### src/core/retcfg_consts.svh
`ifndef RETCFG_CONSTS_SVH
`define RETCFG_CONSTS_SVH

// Instruction encodings
`define OPC_IRQ_RETURN 14'h0009
`define OPC_CFG_LOAD 14'h0062

// Interrupt control register layout
`define IRQ_CTRL_ENABLE_BIT 7
`define IRQ_CTRL_RESET 8'h00

// Core configuration register
`define CFG_REG_ADDR 7'h01
`define CFG_REG_RESET 8'hff

// Stack and program counter
`define PC_WIDTH 13
`define STACK_DEPTH 8
`define STACK_PTR_WIDTH 3
`define PC_RESET 13'h0000

// Quarter-phase count per instruction cycle
`define Q_PHASES 4

`endif

### src/core/retcfg_pkg.sv
package retcfg_pkg;

   typedef enum logic [1:0] {q1, q2, q3, q4} qphase_t;

   typedef enum {st_exec, st_flush} exec_state_t;

   typedef struct packed {
      logic [13:0] word;
      logic valid;
   } instr_t;

   typedef struct packed {
      logic wr;
      logic rd;
      logic [6:0] addr;
      logic [7:0] wdata;
   } file_access_t;

   typedef struct packed {
      logic [12:0] pc;
      logic push;
      logic [12:0] push_value;
   } pc_ctrl_t;

endpackage : retcfg_pkg

### src/core/return_interrupt_and_config_load_ops.sv
`timescale 1ns/10ps
`default_nettype none
`include "retcfg_consts.svh"

module return_interrupt_and_config_load_ops
   import retcfg_pkg::*;
#(
   parameter int STACK_DEPTH = `STACK_DEPTH
)
(
   input wire logic clk, // 100 MHz core clock
   input wire logic rst, // Async reset, active high
   input wire instr_t instr, // Fetched word for this cycle
   input wire logic [7:0] w_reg, // Working register value
   input wire file_access_t file_acc, // Ordinary data register access
   input wire pc_ctrl_t pc_in, // Sequential PC and call push request
   output logic [12:0] pc, // Program counter
   output logic [7:0] cfg_reg, // Core configuration register
   output logic [7:0] irq_control_reg, // Interrupt control register
   output logic global_irq_enable, // Global interrupt enable
   output logic [7:0] file_rdata, // Read data for config address
   output logic file_hit, // Access addresses config register
   output logic [12:0] stack_top, // Current top of return stack
   output logic instr_done, // Instruction retired this cycle
   output logic flush // Fetched word discarded
);

   // ==========================================
   // State
   // Instruction cycle is four clocks, q1 to q4
   // q3: interrupt return sets the enable bit
   // q4: pops, loads, direct writes and pushes land
   // Flush cycle: four idle clocks, then pc steps past the return address
   // Block state other than the return stack, registered as one word
   typedef struct packed {
      qphase_t q;
      exec_state_t st;
      logic [12:0] pc;
      logic [7:0] cfg;
      logic [7:0] intc;
      logic [`STACK_PTR_WIDTH-1:0] sp;
      logic [7:0] rdata;
      logic done;
   } state_t;

   state_t cur, next_cur;
   // Return addresses; a ninth push wraps and overwrites the oldest entry
   logic [12:0] stack [STACK_DEPTH];
   // Push strobe, one clock wide at q4 of a plain instruction
   logic stk_push;
   // Entry one below the pointer, the current top
   logic [`STACK_PTR_WIDTH-1:0] sp_below;
   logic op_ret;
   logic op_load;

   // ==========================================
   // Decode helpers
   // Valid word matching one opcode
   function automatic logic is_op(input instr_t i, input logic [13:0] opc);
      return i.valid && (i.word == opc);
   endfunction : is_op

   // Data access aimed at the config register
   function automatic logic cfg_hit(input file_access_t f, input logic want_rd, input logic want_wr);
      return ((want_rd && f.rd) || (want_wr && f.wr)) && (f.addr == `CFG_REG_ADDR);
   endfunction : cfg_hit

   // ==========================================
   // Next state
   always_comb
   begin
      // Default: hold state, drop the retire pulse
      next_cur = cur;
      next_cur.done = 1'b0;
      stk_push = 1'b0;
      // Phase counter wraps q4 back to q1
      next_cur.q = qphase_t'(cur.q + 2'd1);
      // Read data tracks the register every clock the read is held
      if (cfg_hit(file_acc, 1'b1, 1'b0))
      begin
         next_cur.rdata = cur.cfg;
      end
      // Direct write lands at q4; a config-load in the same cycle overrides it
      if (cfg_hit(file_acc, 1'b0, 1'b1) && cur.q == q4)
      begin
         next_cur.cfg = file_acc.wdata;
      end
      case (cur.st)
         st_exec:
         begin
            // Interrupt return: enable at q3, pop at q4
            if (op_ret)
            begin
               if (cur.q == q3)
               begin
                  // Only the enable bit moves; no other flag is touched
                  next_cur.intc[`IRQ_CTRL_ENABLE_BIT] = 1'b1;
               end
               if (cur.q == q4)
               begin
                  // Pop: take the top entry, then drop the pointer
                  next_cur.pc = stack[sp_below];
                  next_cur.sp = sp_below;
                  next_cur.st = st_flush;
               end
            end
            // Config load: single cycle, status flags untouched
            else if (op_load)
            begin
               if (cur.q == q4)
               begin
                  next_cur.cfg = w_reg;
                  next_cur.pc = pc_in.pc;
                  next_cur.done = 1'b1;
               end
            end
            // Any other word: advance, and push a return address on request
            else if (cur.q == q4)
            begin
               next_cur.pc = pc_in.pc;
               next_cur.done = 1'b1;
               if (pc_in.push)
               begin
                  stk_push = 1'b1;
                  next_cur.sp = cur.sp + 1'b1;
               end
            end
         end
         st_flush:
         begin
            // Word fetched from the old pc is discarded here
            if (cur.q == q4)
            begin
               next_cur.pc = cur.pc + 13'd1;
               next_cur.st = st_exec;
               next_cur.done = 1'b1;
            end
         end
         default:
         begin
            // Recover from an illegal state code
            next_cur.st = st_exec;
         end
      endcase
   end

   // ==========================================
   // Registers
   // All state but the stack entries registered at once
   always_ff @(posedge clk or posedge rst)
   begin
      if (rst)
      begin
         // Stack entries themselves have no reset
         cur <= '{
            q: q1,
            st: st_exec,
            pc: `PC_RESET,
            cfg: `CFG_REG_RESET,
            intc: `IRQ_CTRL_RESET,
            sp: '0,
            rdata: 8'h00,
            done: 1'b0
         };
      end
      else
      begin
         cur <= next_cur;
      end
   end

   // ==========================================
   // Return stack storage
   // One writer per entry; an entry reads unknown until first pushed
   // Pushes during interrupt return or config load are ignored
   genvar gi;
   generate
      for (gi = 0; gi < STACK_DEPTH; gi++)
      begin : g_stack
         always_ff @(posedge clk)
         begin
            if (stk_push && cur.sp == `STACK_PTR_WIDTH'(gi))
            begin
               stack[gi] <= pc_in.push_value;
            end
         end
      end
   endgenerate

   // Pointer arithmetic wraps modulo the stack depth
   assign sp_below = cur.sp - 1'b1;

   // ==========================================
   // Opcode decode
   // Both opcodes need a valid word; invalid words advance like any other word, pushing on request
   assign op_ret = is_op(instr, `OPC_IRQ_RETURN);
   assign op_load = is_op(instr, `OPC_CFG_LOAD);

   // ==========================================
   // Outputs
   assign pc = cur.pc;
   assign cfg_reg = cur.cfg;
   assign irq_control_reg = cur.intc;
   assign global_irq_enable = cur.intc[`IRQ_CTRL_ENABLE_BIT];
   assign file_rdata = cur.rdata;
   // Address hit is combinational; data outputs come from flip-flops
   assign file_hit = cfg_hit(file_acc, 1'b1, 1'b1);
   // Unknown until the first push
   assign stack_top = stack[sp_below];
   assign instr_done = cur.done;
   assign flush = (cur.st == st_flush);

endmodule : return_interrupt_and_config_load_ops
`default_nettype wire

### config.mk
export PLATFORM = sky130hd
export DESIGN_NAME = return_interrupt_and_config_load_ops
export DESIGN_NICKNAME = d
export VERILOG_FILES = /design/src/core/retcfg_pkg.sv /design/src/core/return_interrupt_and_config_load_ops.sv
export VERILOG_INCLUDE_DIRS = /design/src /design/src/core
export SDC_FILE = /design/constraint.sdc
export NUM_CORES = 1
export LEC_CHECK = 0
export BUFFER_PORTS_ARGS = -buffer_cell sky130_fd_sc_hd__clkbuf_2
export CAP_MARGIN = 20
export CORE_UTILIZATION = 44
export DETAILED_ROUTE_END_ITERATION = 10
export GPL_ROUTABILITY_DRIVEN = 1
export PLACE_DENSITY_LB_ADDON = 0.3
export SYNTH_ARGS = -nofsm -noshare
export SYNTH_HDL_FRONTEND = slang
export SYNTH_SLANG_ARGS = --single-unit
### constraint.sdc
create_clock -name clk -period 8.72 [get_ports clk]
set_input_delay 0.436 -clock clk [delete_from_list [all_inputs] [get_ports clk]]
set_output_delay 0.436 -clock clk [all_outputs]
set_load 0.005 [all_outputs]
==> results of run 1 <==
==> kinds of logic after synthesis <==
group	Yosys count	synth area share (%)
fa+ha+maj	10	1.91
other cells	1	0.0573
buf+inv	74	6.92
flops	141	62.0
mux	43	10.9
compound gates	66	7.43
xor+xnor	7	1.05
simple gates	116	9.76
==> path summary, 6_finish.rpt <==
kind	startpoint	slack (ns)	cells after the start	to
min in group clk	w_reg[6]	0.22	3	cfg_reg[6]
min reg2reg	cur[73]	0.45	1	cur[73]
max in group asynchronous	rst	8.26	3	cfg_reg[4]
min	rst	0.1	3	cur[11]
max reg2reg	cur[9]	4.90	8	pc[11]
max	cur[9]	4.58	8	stack_top[9]
==> routing by layer <==
layer	vias up	GRT usage, %	part of all wire, %
met4	0	8.56	1.4
met3	15	4.62	6.2
li1	1891	-	-
met5	-	0	0
met2	163	32.2	49
met1	2082	25.5	43
==> layout make-up <==
class	count	area, um^2	share of cell area, %
clock buffers	18	429	5.64
clock inverters	14	144	1.89
inverters	22	82.6	1.09
multi-input cells	249	2060	27.1
flip-flops and latches	141	4060	53.3
well taps	184	230	3.03
repair buffers	119	606	7.96
==> stage by stage <==
step                instances  instance area [um^2]  worst slack, ns  power (mW)  utilization, %
CTS                       747                  7610             4.52        2.08            52.4
global route              747                  7610             4.28        2.16            52.4
detailed placement        715                  7040             4.91        1.38            48.4
finish                    747                  7610             4.58        2.06            52.4
floorplan                 464                  6570             5.83        1.19               -
global placement          715                  7040             5.05        1.37            48.4
==> critical path, cell delays in order (launching register included) <==
cell and delay, ns:
dfrtp_1 0.33, buf_4 0.36, clkinv_1 0.43, ha_1 0.86, buf_4 0.41, nor2b_1 0.08, a2111oi_0 0.50, a211oi_1 0.14
clkbuf_2 0.15
==> Yosys cell counts, types with 6 or more instances <==
master    instances  area share [%]
o21ai_0          18             1.4
dfrtp_1          29              11
inv_1            20             1.1
mux2i_1          12             1.8
buf_4            37             4.2
a21oi_1          10            0.76
o221ai_1          6            0.80
nand3_1          10            0.76
mux4_2           16             5.5
nor2_1           10            0.57
dfstp_2           8             3.2
edfxtp_1        104              48
nand2_1          43             2.5
ha_1             10             1.9
nor3_1           11            0.84
mux2_2           10             1.7
==> report_power, final <==
part | internal, mW | total (mW) | switching, mW
combinational | 0.278 | 0.612 | 0.335
sequential | 0.735 | 0.750 | 0.0143
clock | 0.421 | 0.701 | 0.280
total | 1.43 | 2.06 | 0.629
==> flow_summary.json, run 1 <==
{
  "dp_hpwl_mm": 10.1,
  "setup_tns_ns": 0,
  "route.detailed.drc": 0,
  "status": "complete, no violations",
  "vias": 4151,
  "worst_setup_path_end_kind": "primary output",
  "cts_setup_buffers": 0,
  "antenna_found_initial": 0,
  "relSlewSlack_pct": 38.7,
  "io_buffers": 115,
  "final_cell_mix": "115 x clkbuf_2, 104 x edfxtp_1, 43 x nand2_1",
  "cts.clk_slew.worst_paths_ns": 0.06,
  "tightest_slew_ns": 0.896,
  "hold_class": "primary input to asynchronous set/reset pin",
  "cap_violations": 0,
  "grt_usage_pct": 19.8,
  "cts_buffers": 17,
  "ys_seq_elements": 141,
  "largest_reg_flops": 104,
  "gr-total-overflow": 0,
  "htree_levels": 4,
  "syn_area_um2": 6550,
  "syn2layout_area_growth_pct": 16.2,
  "initial_core_util_pct": 45.1,
  "grt_pass1_vias": 3961,
  "cts-root-buf": "clkbuf_16",
  "grt_pass1_wl_mm": 21.7,
  "synth_area_per_cell_um2": 14.3,
  "antenna_left": 0,
  "critPathArrivalTime_ns": 3.70,
  "setup_viol_count_final": 0,
  "fill_cells": 1240,
  "crit_type": "register to primary output",
  "ys_warn_count": 0,
  "rsz0062_at_grt": "no",
  "yosysSeqAreaShare_pct": 62.0,
  "dr.first_iter.drc_count": 279,
  "regMostFlops": "stack",
  "async_flop_share_pct": 26.2,
  "fp.dieH_um": 124,
  "die-area_um2": 15400,
  "cts_tree": "yes",
  "viasPerCell": 5.56,
  "worstPathRequired_ns": 8.28,
  "post-route-period-util_pct": 47.4,
  "place_congestion": 0.801,
  "drive_gt1_share_pct": 36.2,
  "fmax_mhz": 242,
  "period_minus_slack_ns": 4.14,
  "power_density_nw_per_um2": 271,
  "clock_path_buffers": 2,
  "synthCells": 458,
  "p_leak_nw": 3.01,
  "start_kind": "register",
  "synth-edff-count": 104,
  "die_w_um": 124,
  "n_antenna_cell": 0,
  "ys_types": 68,
  "ios": 123,
  "skew_ns": 0.00802,
  "grt_max_degree": 38,
  "cts_resized": 0,
  "drt-total-wl_mm": 14.7,
  "peakVddDrop_v": 0.000179,
  "layout_commonest_cell": "clkbuf_2",
  "row_count": 44,
  "final_nets": 629,
  "hold_viol": 0,
  "clk_latency_ns": 0.42,
  "critPathMaxFanout": 23,
  "core_area_um2": 14500,
  "timing.hold.ws_ns": 0.0979,
  "routedWlPerCell_um": 19.6,
  "ys.flop_type": "edfxtp_1",
  "drtPass1Iterations": 5,
  "cts.sinks": 141,
  "cts_hold_buf": 0,
  "slew_violations": 0
}
No activity file was read; power rests on OpenSTA's default activity.
==> inputs of run 2 (changes only) <==
--- a/config.mk
+++ b/config.mk
@@ -6,6 +6,7 @@
 export SDC_FILE = /design/constraint.sdc
 export NUM_CORES = 1
 export LEC_CHECK = 0
+export ABC_AREA = 1
 export BUFFER_PORTS_ARGS = -buffer_cell sky130_fd_sc_hd__clkbuf_2
 export CAP_MARGIN = 20
 export CORE_UTILIZATION = 44
==> constraint.sdc (replaced) <==
create_clock -name clk -period 4.3 [get_ports clk]
set_input_delay 0.215 -clock clk [delete_from_list [all_inputs] [get_ports clk]]
set_output_delay 0.215 -clock clk [all_outputs]
set_load 0.005 [all_outputs]
==> flow_summary.json, run 2 <==
{
  "route.detailed.drc": 0,
  "synthTopCellsByArea": "edfxtp_1 44%, dfrtp_1 10%, nand2_1 10%",
  "ys_types": 38,
  "cts-root-buf": "clkbuf_16",
  "synth_area_per_cell_um2": 9.05,
  "clock_path_buffers": 2,
  "multi_input_area_um2": 2370,
  "synth_most_common_cell": "nand2_1",
  "p_leak_nw": 3.66,
  "ys_seq_elements": 141,
  "power_mw": 3.94,
  "die-area_um2": 16500,
  "ios": 123,
  "relSlewSlack_pct": 55.3,
  "io_buffers": 115,
  "fmax_mhz": 349,
  "core_area_um2": 15400,
  "seq_area_um2": 4060,
  "cts.sinks": 141,
  "synthTopCellsByCount": "190 x nand2_1, 154 x nor2_1, 104 x edfxtp_1, 61 x o21ai_0, 56 x inv_1",
  "slew_violations": 0,
  "drive_gt1_share_pct": 21.6,
  "critPathMaxFanout": 22,
  "tightest_slew_ns": 0.670,
  "setup_tns_ns": 0,
  "final_cell_mix": "190 x nand2_1, 154 x nor2_1, 115 x clkbuf_2",
  "grt_pass1_vias": 4764,
  "ys.flop_type": "edfxtp_1",
  "die_w_um": 128,
  "dp_cells": 1063,
  "antenna_found_initial": 0,
  "setup_viol_count_final": 0,
  "peakVddDrop_v": 0.000337,
  "fp.dieH_um": 128,
  "synth-edff-count": 104,
  "fill_cells": 1445,
  "hold_class": "primary input to register",
  "dr.first_iter.drc_count": 417,
  "clk_latency_ns": 0.43,
  "ys_warn_count": 0,
  "pre_cts_ws_ns": 1.90,
  "layout_setup_ws_ns": 1.43,
  "rsz0062_at_grt": "no",
  "yosysTopAreaCell": "edfxtp_1",
  "drt-total-wl_mm": 16.7,
  "viasPerCell": 4.88,
  "hold_viol": 0,
  "hold_depth": 1,
  "r2r_cells": 9,
  "grt_max_degree": 56,
  "syn2layout_area_growth_pct": 16.1,
  "row_count": 45,
  "period_minus_slack_ns": 2.87,
  "instances_no_fill": 1096,
  "grt_usage_pct": 21.0,
  "htree_levels": 4,
  "gr-total-overflow": 0,
  "place_congestion": 0.870,
  "post-route-period-util_pct": 66.6,
  "routedWlPerCell_um": 15.3,
  "regMostFlops": "stack",
  "critPathArrivalTime_ns": 2.65,
  "start_kind": "register",
  "dp_hpwl_mm": 10.8,
  "timing.hold.ws_ns": 0.0585,
  "syn_area_um2": 7040,
  "drtPass1Iterations": 5,
  "worstPathRequired_ns": 4.09,
  "yosys.area.top_type_share_pct": 44.4,
  "yosysSeqAreaShare_pct": 57.7,
  "cts.clk_slew.worst_paths_ns": 0.06,
  "initial_core_util_pct": 45.6,
  "power_density_nw_per_um2": 482,
  "worst_setup_path_end_kind": "primary output",
  "skew_ns": 0.00484,
  "cap_violations": 0,
  "largest_reg_flops": 104,
  "layout_commonest_cell": "nand2_1",
  "n_antenna_cell": 0,
  "cts_buffers": 17,
  "vias": 5352,
  "grt_pass1_wl_mm": 25.6,
  "synthCells": 778,
  "cts_tree": "yes",
  "crit_type": "register to primary output",
  "async_flop_share_pct": 26.2,
  "status": "complete, no violations",
  "antenna_left": 0,
  "final_nets": 952
}
## run 2: changes by cell type in the layout (fill, tap and decap cells not counted), sizes merged, moves of 11 or more
| cell | change |
|---|---|
| inv | +41 |
| mux4 | -20 |
| nand2 | +154 |
| nand3 | +24 |
| nor2 | +146 |
| mux2i | -12 |
| buf | +11 |
| o21ai | +52 |
## run 2: per-layer routing
metal / wire length, um / vias to the layer above / track usage [%]
li1: - / 2696 / -
met1: 7610 / 2431 / 28.3
met2: 7500 / 195 / 32.5
met3: 1260 / 30 / 5.32
met4: 359 / 0 / 8.24
met5: 0 / - / 0
## run 2: logic make-up after synthesis
logic type,synth area share (%)
simple gates,24.1
flops,57.7
buf+inv,8.99
compound gates,6.36
fa+ha+maj,1.78
xor+xnor,0.604
mux,0.480
other cells,0.0533
## run 2: area by class of cell
cell class / count / area share [%]
Sequential cell: 141 / 49.7
Multi-Input combinational cell: 520 / 29.0
Timing Repair Buffer: 132 / 8.66
Clock buffer: 17 / 5.20
Tap cell: 211 / 3.23
Inverter: 61 / 2.80
Clock inverter: 14 / 1.45
## run 2: what timing repair did
| item | 4_1_cts | 5_1_grt |
|---|---|---|
| endpoints found under the hold margin | 30 | 0 |
| hold buffers | 2 | 0 |
| setup buffers | 0 | 0 |
| resized for setup | 0 | 0 |
## run 2: path summary, 6_finish.rpt
| kind | from | to | slack, ns |
|---|---|---|---|
| min reg2reg | cur[73] | cur[73] | 0.46 |
| max | cur[9] | stack_top[4] | 1.43 |
| max in group asynchronous | rst | cfg_reg[2] | 3.50 |
| min in group asynchronous | rst | pc[3] | 0.44 |
| max reg2reg | cur[9] | pc[4] | 1.94 |
| min | pc_in[11] | stack[0][11] | 0.06 |
## run 2: through the flow
step           utilization (%)  cell area (um^2)
6_report                  53.0              8170
2_1_floorplan                -              7060
4_1_cts                   53.0              8170
5_1_grt                   53.0              8170
3_3_place_gp              49.3              7610
3_5_place_dp              49.3              7610
## run 2: power breakdown
| part | switching [mW] | internal (mW) | total (mW) | leakage (nW) |
|---|---|---|---|---|
| sequential | 0.0319 | 1.49 | 1.52 | 1.38 |
| combinational | 0.678 | 0.370 | 1.05 | 2.03 |
| clock | 0.583 | 0.791 | 1.37 | 0.256 |
## run 2: worst max-delay path, stage by stage (launching register included)
cell and delay (ns):
dfrtp_1 0.38, inv_2 0.27, ha_1 0.29, xor2_2 0.56, buf_4 0.29, nand3_1 0.11, o21ai_2 0.12, inv_1 0.08
clkbuf_2 0.11
==> inputs of run 3 (changes only) <==
--- a/config.mk
+++ b/config.mk
@@ -6,7 +6,7 @@
 export SDC_FILE = /design/constraint.sdc
 export NUM_CORES = 1
 export LEC_CHECK = 0
-export ABC_AREA = 1
+export ABC_AREA = 0
 export BUFFER_PORTS_ARGS = -buffer_cell sky130_fd_sc_hd__clkbuf_2
 export CAP_MARGIN = 20
 export CORE_UTILIZATION = 44
==> constraint.sdc (replaced) <==
create_clock -name clk -period 2.75 [get_ports clk]
set_input_delay 0.1375 -clock clk [delete_from_list [all_inputs] [get_ports clk]]
set_output_delay 0.1375 -clock clk [all_outputs]
set_load 0.005 [all_outputs]
==> flow_summary.json, run 3 (synthesized netlist as in run 1, its figures left out) <==
{
  "slew_violations": 0,
  "fp.dieH_um": 124,
  "seq_power_share_pct": 35.2,
  "htree_levels": 4,
  "routedWlPerCell_um": 19.2,
  "regMostFlops": "stack",
  "fill_cells": 1182,
  "dp_cells": 729,
  "wl_met3_mm": 1.06,
  "p_switching_mw": 2.14,
  "post-route-period-util_pct": 95.4,
  "core_area_um2": 14500,
  "grt_max_degree": 38,
  "clock_path_buffers": 2,
  "swShare_pct": 31.5,
  "relSlewSlack_pct": 58.0,
  "hold_viol": 0,
  "cts-root-buf": "clkbuf_16",
  "worst_setup_path_end_kind": "primary output",
  "critPathMaxStageDelay_ns": 0.59,
  "viasPerCell": 5.35,
  "worst-r2r-setup-slack_ns": 0.25,
  "drt-total-wl_mm": 15.0,
  "clk_latency_ns": 0.42,
  "place_congestion": 0.813,
  "r2r-start": "cur[73]",
  "die_w_um": 124,
  "io_buffers": 115,
  "period_minus_slack_ns": 2.62,
  "wl_met2_mm": 7.21,
  "whs_endpoint": "stack[7][10]",
  "vias": 4187,
  "cts_tree": "yes",
  "final_cell_mix": "115 x clkbuf_2, 104 x edfxtp_1, 43 x nand2_1",
  "worstPathRequired_ns": 2.61,
  "p_comb_share_pct": 32.0,
  "skew_ns": 0.0143,
  "largest_reg_flops": 104,
  "hp-start": "pc_in[10]",
  "drtPass1Iterations": 5,
  "antenna_found_initial": 0,
  "setup_viol_count_final": 0,
  "crit_path_top_delay_cell": "mux4_1",
  "cts.clk_slew.worst_paths_ns": 0.06,
  "antenna_left": 0,
  "crit_chain": "inv_4 > ha_4 > xor2_4 > mux4_1 > mux2_2 > clkbuf_2",
  "cts_buffers": 17,
  "wl_met1_mm": 6.54,
  "cts.sinks": 141,
  "post-route-util_pct": 54.8,
  "syn2layout_area_growth_pct": 21.7,
  "dr.first_iter.drc_count": 318,
  "instances_no_fill": 782,
  "route.detailed.drc": 0,
  "rsz0062_at_grt": "no",
  "reg2reg_to": "cfg_reg[7]",
  "r2r_cells": 8,
  "status": "complete, no violations",
  "crit_type": "register to primary output",
  "critPathMaxFanout": 10,
  "gr-total-overflow": 0,
  "power_density_nw_per_um2": 851,
  "critPathArrivalTime_ns": 2.49,
  "grt_pass1_wl_mm": 22.3,
  "die-area_um2": 15400,
  "tightest_slew_ns": 0.614,
  "intPower_mw": 4.64,
  "n_antenna_cell": 0,
  "drive_gt1_share_pct": 37.6,
  "peakVddDrop_v": 0.000528,
  "row_count": 44,
  "layout_commonest_cell": "clkbuf_2",
  "grt_usage_pct": 20.5,
  "start_kind": "register",
  "p_leak_nw": 3.17,
  "hold_class": "primary input to register",
  "final_nets": 664,
  "cap_violations": 0,
  "hold_depth": 1,
  "dp_hpwl_mm": 10.4,
  "top_layer": "met4",
  "p_clk_share_pct": 32.8,
  "initial_core_util_pct": 45.1,
  "fmax_mhz": 381,
  "ios": 123,
  "grt_pass1_vias": 4065
}
==> run 3: changes by cell type in the layout (fill, tap and decap cells not counted), moves of 17 or more <==
cell	before	now
nor2_1	154	10
o21ai_0	61	18
dlygate4sd3_1	2	19
nand3_1	33	10
nand2_1	190	43
inv_1	56	19
==> run 3: stage by stage <==
stage / hold slack, ns / area [um^2] / worst slack [ns] / power, mW / TNS [ns]
2_1_floorplan: 0.236 / 6570 / 0.0865 / 3.77 / 0
3_3_place_gp: 0.262 / 7140 / 0.327 / 4.43 / 0
3_5_place_dp: 0.269 / 7140 / 0.116 / 4.47 / 0
4_1_cts: 0.0000187 / 7920 / -0.0468 / 6.74 / -0.0816
5_1_grt: 0.00818 / 7970 / 0.000869 / 7.09 / 0
6_report: 0.0155 / 7970 / 0.125 / 6.78 / 0
==> run 3: worst max path at each step <==
stage | from | end | slack [ns] | cells past startpoint
after floorplan | cur[9] | pc[10] | 0.09 | 10
after global routing | cur[9] | stack_top[0] | 0.0009 | 6
after CTS | cur[9] | stack_top[12] | -0.05 | 8
after global placement | cur[9] | pc[0] | 0.33 | 7
final | cur[9] | stack_top[0] | 0.13 | 6
after detailed placement | cur[9] | pc[9] | 0.12 | 8
==> run 3: area by class of cell <==
type	count	area (um^2)	share of cell area, %
well taps	184	230	2.89
repair buffers	154	920	11.5
flip-flops and latches	141	4060	50.9
clock buffers	17	425	5.34
inverters	22	85.1	1.07
clock inverters	15	153	1.92
multi-input cells	249	2100	26.3
==> run 3: layer usage <==
metal / up-vias / track usage, %
met5: - / 0
met3: 17 / 4.72
li1: 1954 / -
met1: 2043 / 26.1
met4: 0 / 8.63
met2: 173 / 33.5
==> run 3: repair_timing <==
| item | 4_1_cts | 5_1_grt |
|---|---|---|
| hold endpoints to repair | 71 | 1 |
| setup buffers | 0 | 2 |
| gates resized for setup | 4 | 5 |
| hold buffers | 18 | 1 |
| endpoints found under the setup margin | 5 | 5 |
| pin swaps | 0 | 0 |
==> run 3: power by group through the flow <==
stage / registers [mW] / clock network [mW] / logic (mW)
final: 2.39 / 2.22 / 2.17
after global routing: 2.39 / 2.35 / 2.34
after CTS: 2.38 / 2.25 / 2.11
after detailed placement: 2.42 / 0 / 2.05
after global placement: 2.42 / 0 / 2.01
after floorplan: 2.41 / 0 / 1.36
==> run 3: worst max-delay path: cells and delay by family (launching register included) <==
family                     cells  cell delay (ns)
muxes                          2             0.88
DFF                            1             0.41
buffers and inverters          2             0.29
xor gates and xnor gates       1             0.29
adders and majority gates      1             0.20
